==> config.mk <==
export PLATFORM = sky130hd
export DESIGN_NAME = high_side_switch_control
export DESIGN_NICKNAME = d
export VERILOG_FILES = /design/src/logic/hs_switch_pkg.sv /design/src/logic/tick_divider.sv /design/src/logic/cyclic_timer.sv /design/src/logic/high_side_switch_control.sv
export SDC_FILE = /design/constraint.sdc
export NUM_CORES = 1
export LEC_CHECK = 0
export BUFFER_PORTS_ARGS = -buffer_cell sky130_fd_sc_hd__buf_2
export CORE_MARGIN = 2
export CORE_UTILIZATION = 58
export CTS_CLUSTER_DIAMETER = 100
export CTS_CLUSTER_SIZE = 14
export DETAILED_ROUTE_END_ITERATION = 7
export GPL_ROUTABILITY_DRIVEN = 1
export PLACE_DENSITY = 0.93
export SYNTH_ARGS = -nofsm -noshare
export SYNTH_HDL_FRONTEND = slang
export SYNTH_SLANG_ARGS = --single-unit
==> constraint.sdc <==
create_clock -name aclk -period 5.34 [get_ports aclk]
set_input_delay 0.267 -clock aclk [delete_from_list [all_inputs] [get_ports aclk]]
set_output_delay 0.267 -clock aclk [all_outputs]
set_load 0.005 [all_outputs]
==> src/logic/hs_switch_pkg.sv <==
package hs_switch_pkg;

    ////////////////////////////////////////////////////////////////////////////
    // register indices; the byte address is four times the index
    localparam logic [7:0] TIMER_B_IDX = 8'h0D;
    localparam logic [7:0] SHUTDOWN_IDX = 8'h10;
    localparam logic [7:0] SRC_LO_IDX = 8'h14;
    localparam logic [7:0] SRC_HI_IDX = 8'h15;
    localparam int ADDR_W = 8;

    // field positions
    localparam int ON_LSB = 4;
    localparam int PER_LSB = 0;
    localparam int OV_DIS_BIT = 6;
    localparam int UV_DIS_BIT = 5;
    localparam int REC_BIT = 4;
    localparam int FIELD_STRIDE = 4;
    localparam logic [7:0] REG_RESET = 8'h00;

    // on-time codes that stop the timer
    localparam logic [2:0] ON_LOW = 3'h0;
    localparam logic [2:0] ON_HIGH = 3'h6;
    localparam logic [2:0] CODE_RSVD = 3'h7;

    // axi responses
    localparam logic [1:0] RESP_OKAY = 2'h0;
    localparam logic [1:0] RESP_DECERR = 2'h3;

    ////////////////////////////////////////////////////////////////////////////
    // timing: one base tick is 0.1 ms
    localparam int CLK_PERIOD_NS = 10;
    localparam int TICK_TIME_US = 100;
    localparam int TICK_CYCLES = TICK_TIME_US * 1000 / CLK_PERIOD_NS;
    localparam int ON_A_US = 100;
    localparam int ON_B_US = 300;
    localparam int ON_C_US = 1000;
    localparam int ON_D_US = 10000;
    localparam int ON_E_US = 20000;
    localparam int PER_A_MS = 10;
    localparam int PER_B_MS = 20;
    localparam int PER_C_MS = 50;
    localparam int PER_D_MS = 100;
    localparam int PER_E_MS = 200;
    localparam int PER_F_MS = 1000;
    localparam int PER_G_MS = 2000;
    localparam int TCNT_W = 15;

    typedef enum logic [2:0] {
        SRC_OFF = 3'h0,
        SRC_ON = 3'h1,
        SRC_T1 = 3'h2,
        SRC_T2 = 3'h3,
        SRC_FIRST_PWM_CHANNEL = 3'h4,
        SRC_SECOND_PWM_CHANNEL = 3'h5
    } src_t;

    typedef struct packed {
        logic [2:0] on_time;
        logic [2:0] period;
    } timer_ctrl_t;

    typedef struct packed {
        logic ov_dis;
        logic uv_dis;
        logic recover;
    } shutdown_ctrl_t;

    function automatic logic [ADDR_W-1:0] reg_addr(input logic [7:0] idx);
        return {idx[5:0], 2'h0};
    endfunction

    // on duration in ticks, zero where the timer does not run
    function automatic logic [TCNT_W-1:0] on_ticks(input logic [2:0] code);
        case (code)
            3'h1: return TCNT_W'(ON_A_US / TICK_TIME_US);
            3'h2: return TCNT_W'(ON_B_US / TICK_TIME_US);
            3'h3: return TCNT_W'(ON_C_US / TICK_TIME_US);
            3'h4: return TCNT_W'(ON_D_US / TICK_TIME_US);
            3'h5: return TCNT_W'(ON_E_US / TICK_TIME_US);
            default: return '0;
        endcase
    endfunction

    // period in ticks, zero for the reserved code
    function automatic logic [TCNT_W-1:0] per_ticks(input logic [2:0] code);
        case (code)
            3'h0: return TCNT_W'(PER_A_MS * 1000 / TICK_TIME_US);
            3'h1: return TCNT_W'(PER_B_MS * 1000 / TICK_TIME_US);
            3'h2: return TCNT_W'(PER_C_MS * 1000 / TICK_TIME_US);
            3'h3: return TCNT_W'(PER_D_MS * 1000 / TICK_TIME_US);
            3'h4: return TCNT_W'(PER_E_MS * 1000 / TICK_TIME_US);
            3'h5: return TCNT_W'(PER_F_MS * 1000 / TICK_TIME_US);
            3'h6: return TCNT_W'(PER_G_MS * 1000 / TICK_TIME_US);
            default: return '0;
        endcase
    endfunction

endpackage

==> src/logic/tick_divider.sv <==
module tick_divider import hs_switch_pkg::*; #(
    parameter int DIV = TICK_CYCLES
) (
    // clock and reset
    input wire logic aclk,
    input wire logic aresetn,
    // one-cycle enable every DIV cycles
    output logic tick
);
    localparam int CW = (DIV > 1) ? $clog2(DIV) : 1;
    logic [CW-1:0] cnt_reg;

    if (DIV < 1) begin : g_bad_div
        $error("divider must be at least one");
    end

    // free-running count, tick on wrap
    always_ff @(posedge aclk) begin
        if (!aresetn) begin
            cnt_reg <= '0;
        end else if (cnt_reg == CW'(DIV - 1)) begin
            cnt_reg <= '0;
        end else begin
            cnt_reg <= cnt_reg + 1'b1;
        end
    end

    assign tick = (cnt_reg == CW'(DIV - 1));
endmodule // tick_divider

==> src/logic/cyclic_timer.sv <==
module cyclic_timer import hs_switch_pkg::*; (
    // clock and reset
    input wire logic aclk,
    input wire logic aresetn,
    // control
    input wire logic tick,
    input wire logic restart,
    input wire timer_ctrl_t cfg,
    // timer output
    output logic timer_out
);
    logic [TCNT_W-1:0] cnt_reg;
    logic running;
    logic [TCNT_W-1:0] on_len;
    logic [TCNT_W-1:0] per_len;

    assign on_len = on_ticks(cfg.on_time);
    assign per_len = per_ticks(cfg.period);
    // reserved codes leave the timer stopped
    assign running = (on_len != '0) && (per_len != '0);

    ////////////////////////////////////////////////////////////////////////////
    // position within the period, restarted by every setting write
    always_ff @(posedge aclk) begin
        if (!aresetn || restart || !running) begin
            cnt_reg <= '0;
        end else if (tick) begin
            cnt_reg <= (cnt_reg == per_len - 1'b1) ? '0 : cnt_reg + 1'b1;
        end
    end

    // high during the on-time at the head of each period
    always_ff @(posedge aclk) begin
        if (!aresetn) begin
            timer_out <= 1'b0;
        end else if (cfg.on_time == ON_HIGH) begin
            timer_out <= 1'b1;
        end else if (!running) begin
            timer_out <= 1'b0;
        end else begin
            timer_out <= (cnt_reg < on_len);
        end
    end
endmodule // cyclic_timer

==> src/logic/high_side_switch_control.sv <==
// Chosen here: register access over AXI4-Lite.
module high_side_switch_control import hs_switch_pkg::*; #(
    parameter int TICK_DIV = TICK_CYCLES
) (
    // clock and reset
    input wire logic aclk,
    input wire logic aresetn,
    // axi4-lite write channels
    input wire logic [ADDR_W-1:0] awaddr,
    input wire logic awvalid,
    output logic awready,
    input wire logic [31:0] wdata,
    input wire logic [3:0] wstrb,
    input wire logic wvalid,
    output logic wready,
    output logic [1:0] bresp,
    output logic bvalid,
    input wire logic bready,
    // axi4-lite read channels
    input wire logic [ADDR_W-1:0] araddr,
    input wire logic arvalid,
    output logic arready,
    output logic [31:0] rdata,
    output logic [1:0] rresp,
    output logic rvalid,
    input wire logic rready,
    // chip mode events
    input wire logic soft_reset,
    input wire logic restart_mode,
    input wire logic cyclic_sense_active,
    // switch supply and switch faults
    input wire logic supply_ov,
    input wire logic supply_uv,
    input wire logic [3:0] overcurrent,
    input wire logic [3:0] overtemp,
    // other drive sources
    input wire logic first_cyclic_timer,
    input wire logic first_pwm_channel,
    input wire logic second_pwm_channel,
    // switch drive
    output logic [3:0] switch_output,
    output logic second_cyclic_timer
);
    if (TICK_DIV < 1) begin : g_bad_tick
        $error("tick divider must be at least one");
    end

    timer_ctrl_t timer_reg;
    shutdown_ctrl_t shutdown_reg;
    src_t src_reg [4];
    logic aw_held_reg, w_held_reg;
    logic [ADDR_W-1:0] awaddr_reg;
    logic [31:0] wdata_reg;
    logic [3:0] wstrb_reg;
    logic aw_have, w_have, wr_fire;
    logic [ADDR_W-1:0] wr_addr;
    logic [31:0] wr_data;
    logic [3:0] wr_strb;
    logic wr_timer, wr_sd, wr_lo, wr_hi;
    logic fault_active, fault_prev_reg, fault_entry, clear_all;
    logic tick;

    function automatic logic is_mapped(input logic [ADDR_W-1:0] a);
        return a == reg_addr(TIMER_B_IDX) || a == reg_addr(SHUTDOWN_IDX)
            || a == reg_addr(SRC_LO_IDX) || a == reg_addr(SRC_HI_IDX);
    endfunction

    // register image; reserved positions stay zero
    function automatic logic [7:0] read_reg(input logic [ADDR_W-1:0] a);
        logic [7:0] v;
        v = '0;
        if (a == reg_addr(TIMER_B_IDX)) begin
            v[ON_LSB +: 3] = timer_reg.on_time;
            v[PER_LSB +: 3] = timer_reg.period;
        end else if (a == reg_addr(SHUTDOWN_IDX)) begin
            v[OV_DIS_BIT] = shutdown_reg.ov_dis;
            v[UV_DIS_BIT] = shutdown_reg.uv_dis;
            v[REC_BIT] = shutdown_reg.recover;
        end else if (a == reg_addr(SRC_LO_IDX)) begin
            v[0 +: 3] = src_reg[0];
            v[FIELD_STRIDE +: 3] = src_reg[1];
        end else if (a == reg_addr(SRC_HI_IDX)) begin
            v[0 +: 3] = src_reg[2];
            v[FIELD_STRIDE +: 3] = src_reg[3];
        end
        return v;
    endfunction

    ////////////////////////////////////////////////////////////////////////////
    // write address and data are taken in either order, then answered
    assign awready = !aw_held_reg && !bvalid;
    assign wready = !w_held_reg && !bvalid;
    assign aw_have = aw_held_reg || (awvalid && awready);
    assign w_have = w_held_reg || (wvalid && wready);
    assign wr_fire = aw_have && w_have && !bvalid;
    assign wr_addr = aw_held_reg ? awaddr_reg : awaddr;
    assign wr_data = w_held_reg ? wdata_reg : wdata;
    assign wr_strb = w_held_reg ? wstrb_reg : wstrb;
    // only byte lane 0 carries register bits
    assign wr_timer = wr_fire && wr_strb[0] && wr_addr == reg_addr(TIMER_B_IDX);
    assign wr_sd = wr_fire && wr_strb[0] && wr_addr == reg_addr(SHUTDOWN_IDX);
    assign wr_lo = wr_fire && wr_strb[0] && wr_addr == reg_addr(SRC_LO_IDX);
    assign wr_hi = wr_fire && wr_strb[0] && wr_addr == reg_addr(SRC_HI_IDX);

    // hold whichever half arrived first
    always_ff @(posedge aclk) begin
        if (!aresetn || wr_fire) begin
            aw_held_reg <= 1'b0;
            w_held_reg <= 1'b0;
        end else begin
            if (awvalid && awready) begin
                aw_held_reg <= 1'b1;
            end
            if (wvalid && wready) begin
                w_held_reg <= 1'b1;
            end
        end
    end

    always_ff @(posedge aclk) begin
        if (awvalid && awready) begin
            awaddr_reg <= awaddr;
        end
        if (wvalid && wready) begin
            wdata_reg <= wdata;
            wstrb_reg <= wstrb;
        end
    end

    // write response
    always_ff @(posedge aclk) begin
        if (!aresetn) begin
            bvalid <= 1'b0;
            bresp <= RESP_OKAY;
        end else if (wr_fire) begin
            bvalid <= 1'b1;
            bresp <= is_mapped(wr_addr) ? RESP_OKAY : RESP_DECERR;
        end else if (bready) begin
            bvalid <= 1'b0;
        end
    end

    // read answer one cycle after the address is taken
    assign arready = !rvalid;
    always_ff @(posedge aclk) begin
        if (!aresetn) begin
            rvalid <= 1'b0;
            rdata <= '0;
            rresp <= RESP_OKAY;
        end else if (arvalid && arready) begin
            rvalid <= 1'b1;
            rdata <= {24'h000000, read_reg(araddr)};
            rresp <= is_mapped(araddr) ? RESP_OKAY : RESP_DECERR;
        end else if (rready) begin
            rvalid <= 1'b0;
        end
    end

    ////////////////////////////////////////////////////////////////////////////
    // supply fault shutdown, gated per direction by the disable bits
    assign fault_active = (supply_ov && !shutdown_reg.ov_dis)
        || (supply_uv && !shutdown_reg.uv_dis);
    assign fault_entry = fault_active && !fault_prev_reg;
    assign clear_all = soft_reset || restart_mode;

    always_ff @(posedge aclk) begin
        if (!aresetn) begin
            fault_prev_reg <= 1'b0;
        end else begin
            fault_prev_reg <= fault_active;
        end
    end

    // shutdown control survives restart in bits 6:4
    always_ff @(posedge aclk) begin
        if (!aresetn || soft_reset) begin
            shutdown_reg <= '0;
        end else if (wr_sd) begin
            shutdown_reg.ov_dis <= wr_data[OV_DIS_BIT];
            shutdown_reg.uv_dis <= wr_data[UV_DIS_BIT];
            shutdown_reg.recover <= wr_data[REC_BIT];
        end
    end

    // timer settings; restart clears them together with the sources
    always_ff @(posedge aclk) begin
        if (!aresetn || clear_all || (restart_mode && cyclic_sense_active)) begin
            timer_reg <= '0;
        end else if (wr_timer) begin
            timer_reg.on_time <= wr_data[ON_LSB +: 3];
            timer_reg.period <= wr_data[PER_LSB +: 3];
        end
    end

    // source fields; a fault clear beats a software write in the same cycle
    always_ff @(posedge aclk) begin
        for (int i = 0; i < 4; i++) begin
            if (!aresetn || clear_all) begin
                src_reg[i] <= SRC_OFF;
            end else if (overcurrent[i] || overtemp[i]) begin
                src_reg[i] <= SRC_OFF;
            end else if (fault_entry && !shutdown_reg.recover) begin
                src_reg[i] <= SRC_OFF;
            end else if ((i < 2) ? wr_lo : wr_hi) begin
                src_reg[i] <= src_t'(wr_data[(i % 2) * FIELD_STRIDE +: 3]);
            end
        end
    end

    ////////////////////////////////////////////////////////////////////////////
    tick_divider #(
        .DIV(TICK_DIV)
    ) u_tick (
        .aclk(aclk),
        .aresetn(aresetn),
        .tick(tick)
    );

    // every setting write restarts the period from its head
    cyclic_timer u_timer_b (
        .aclk(aclk),
        .aresetn(aresetn),
        .tick(tick),
        .restart(wr_timer),
        .cfg(timer_reg),
        .timer_out(second_cyclic_timer)
    );

    // source mux; reserved codes drive low, supply faults force every switch off
    always_ff @(posedge aclk) begin
        for (int i = 0; i < 4; i++) begin
            if (!aresetn || fault_active) begin
                switch_output[i] <= 1'b0;
            end else begin
                case (src_reg[i])
                    SRC_ON: switch_output[i] <= 1'b1;
                    SRC_T1: switch_output[i] <= first_cyclic_timer;
                    SRC_T2: switch_output[i] <= second_cyclic_timer;
                    SRC_FIRST_PWM_CHANNEL: switch_output[i] <= first_pwm_channel;
                    SRC_SECOND_PWM_CHANNEL: switch_output[i] <= second_pwm_channel;
                    default: switch_output[i] <= 1'b0;
                endcase
            end
        end
    end
endmodule // high_side_switch_control

==> results.ini <==
[clocking]
clkTransAtPathRegs_ns = 0.08
ctsHoldBuffers = 0
clock_path_buffers = 2
cts_sinks = 83
cts_root_buf = clkbuf_8
clk_latency_ns = 0.36
cts_htree_levels = 3
cts_setup_buffers = 0
cts_buffers = 9
cts_tree = yes
cts-resized-gates = 0

[floorplan]
io_pins = 121
die-area_sq_um = 8820
die_y_microns = 93.9
die_x_microns = 93.9
core-area_sq_um = 7770
start_util_pct = 60.3
rows = 32

[timing]
finalHoldViolations = 0
fin_crit_sh_pct = 60.6
finalSetupViolCount = 0
fmax_mhz = 309
maxSlewViolCount = 0
whs_ns = 0.0894
skew_ns = 0.0151
setup_tns_ns = 0
rsz0062_at_grt = no
slew_headroom_pct = 53.1
fin_crit_ns = 3.24
tightest_slew_ns = 0.701

[synthesis]
synth_area_leaders = dfxtp_1, edfxtp_1, nor2_1
ys_ff_latch = 83
synth_top_area_share_pct = 23.9
synth_edf_count = 27
yosysTopAreaCell = dfxtp_1
ys_warn_count = 0
synth.yosys.seq_area_share_pct = 41.2
syn_area_per_cell_sq_um = 8.81
syn_area_sq_um = 4690
syn_inst = 532
postSynth.asyncResetShare_pct = 0
synthFlopType = dfxtp_1
yosysUniqueCellTypes = 63

[grt]
grt_pass1_vias = 3797
grt_pass1_wl_microns = 17400
gr-usage-met3_pct = 4.65
grt_overflow_total = 0
busiest_layer = met2
grt_use_total_pct = 24.9
antenna_found_initial = 0
met1_usage_pct = 29.8
use_met2_pct = 44.3
grt_max_degree = 23

[job]
maxCapViolations = 0

[layout]
drive_above_1_share_pct = 15.1
mostFrequentLayoutCell = nor2_1
largest_reg_flops = 15
nNetsFinal = 663
post-route-util_pct = 65.7
fillers = 594
area_delta_synth_final_pct = 8.89
n_antenna_cell = 0
final_cell_mix = nor2_1, buf_2, dfxtp_1, nand2_1, edfxtp_1

[place]
hpwl_microns = 7600
port_buffers = 64
gp_congestion = 0.971

[critical_path]
critPathMaxFanout = 19
arrival_ns = 3.45
path_delay_family = simple AND/OR/NAND/NOR gates
end_kind = flip-flop
cp_slowest_cell = dfxtp_1
crit_required_ns = 5.56
worst-setup-path-type = reg2reg
path_buf_inv = 1
cp_common_cell = nor2_1
start_kind = flip-flop
path_cells = nor2_1, inv_1, ha_1, nand2_1, a21boi_0, o32ai_1, or4_1, o31ai_4, nor2_1
critical-path-max-stage-delay_ns = 0.73

[power_and_ir_drop]
powerDensity_nw_per_um2 = 243
p_leak_nw = 1.99
power_w = 0.00124
ir_drop_mv = 0.193

[detailed_routing]
wl_per_cell_microns = 15.2
postRouteWirelength_microns = 10400
first_pass_iters = 6
drtIter0Drc = 364
drtAntennaViolNets = 0
post-route-drc-count = 0
viasPerCell = 5.96
vias = 4080

[status]
status = completed

[worst_hold_path]
hold_class = in2reg

==> where the power goes <==
part | switching [W] | internal, W
Sequential | 0.0000175 | 0.000671
Combinational | 0.0000570 | 0.0000404
Clock | 0.000222 | 0.000230
Total | 0.000297 | 0.000942
==> cell type report <==
type | instances | area, sq um | area share (%)
clock inverter | 4 | 52.6 | 1.03
tap | 102 | 128 | 2.50
sequential | 83 | 1930 | 37.9
inverter | 20 | 75.1 | 1.47
clock buffer | 12 | 145 | 2.84
timing repair buffer | 65 | 328 | 6.42
multi-input combinational | 398 | 2440 | 47.9
==> worst paths after layout <==
kind,cells past startpoint,end,startpoint,slack [ns]
max,9,u_timer_b.cnt_reg[2]$_SDFFE_PP0P_,timer_reg[0]$_SDFFE_PP0P_,2.10
min,1,awaddr_reg[3]$_DFFE_PP_,awaddr[3],0.09
max reg2reg,9,u_timer_b.cnt_reg[2]$_SDFFE_PP0P_,timer_reg[0]$_SDFFE_PP0P_,2.10
min reg2reg,1,u_tick.cnt_reg[0]$_SDFF_PP0_,u_tick.cnt_reg[0]$_SDFF_PP0_,0.46
==> cell usage after synthesis, types with 7 or more instances <==
cell	n
o21ai_0	18
nor3_1	18
edfxtp_1	27
dfxtp_1	56
clkbuf_1	20
and2_1	7
ha_1	11
a21oi_1	14
nand2b_1	9
inv_1	20
mux2i_1	11
or3_1	8
xnor2_1	13
xor2_1	17
buf_4	28
nand2_1	40
nor2_1	74
and3_1	7
nand3_1	19
a211oi_1	15
nand4_1	8
==> per-stage QoR <==
| step | std cells | area, sq um | setup slack, ns |
|---|---|---|---|
| final | 684 | 5100 | 2.10 |
| after global routing | 684 | 5100 | 1.92 |
| after CTS | 684 | 5100 | 2.15 |
| after detailed placement | 668 | 4910 | 2.17 |
| after global placement | 668 | 4910 | 2.35 |
| after floorplan | 557 | 4780 | 2.67 |
==> routing by layer <==
layer  share of wire, %  up-vias
li1                   -     1938
met1                 40     1884
met2                 49      232
met3                8.5       26
met4                2.2        0
met5                  0        -
==> cell families (layout without fill, tap and decap cells) <==
group	count (synthesis)	count (layout)	share of synthesized area, %
xor+xnor	30	30	5.61
buf+inv	76	101	8.65
fa+ha+maj	11	11	2.94
flops	83	83	41.2
other cells	1	26	0.0800
compound gates	93	93	14.1
simple gates	226	226	24.8
mux	12	12	2.59
Note: power is estimated with default switching activity, not from simulation.
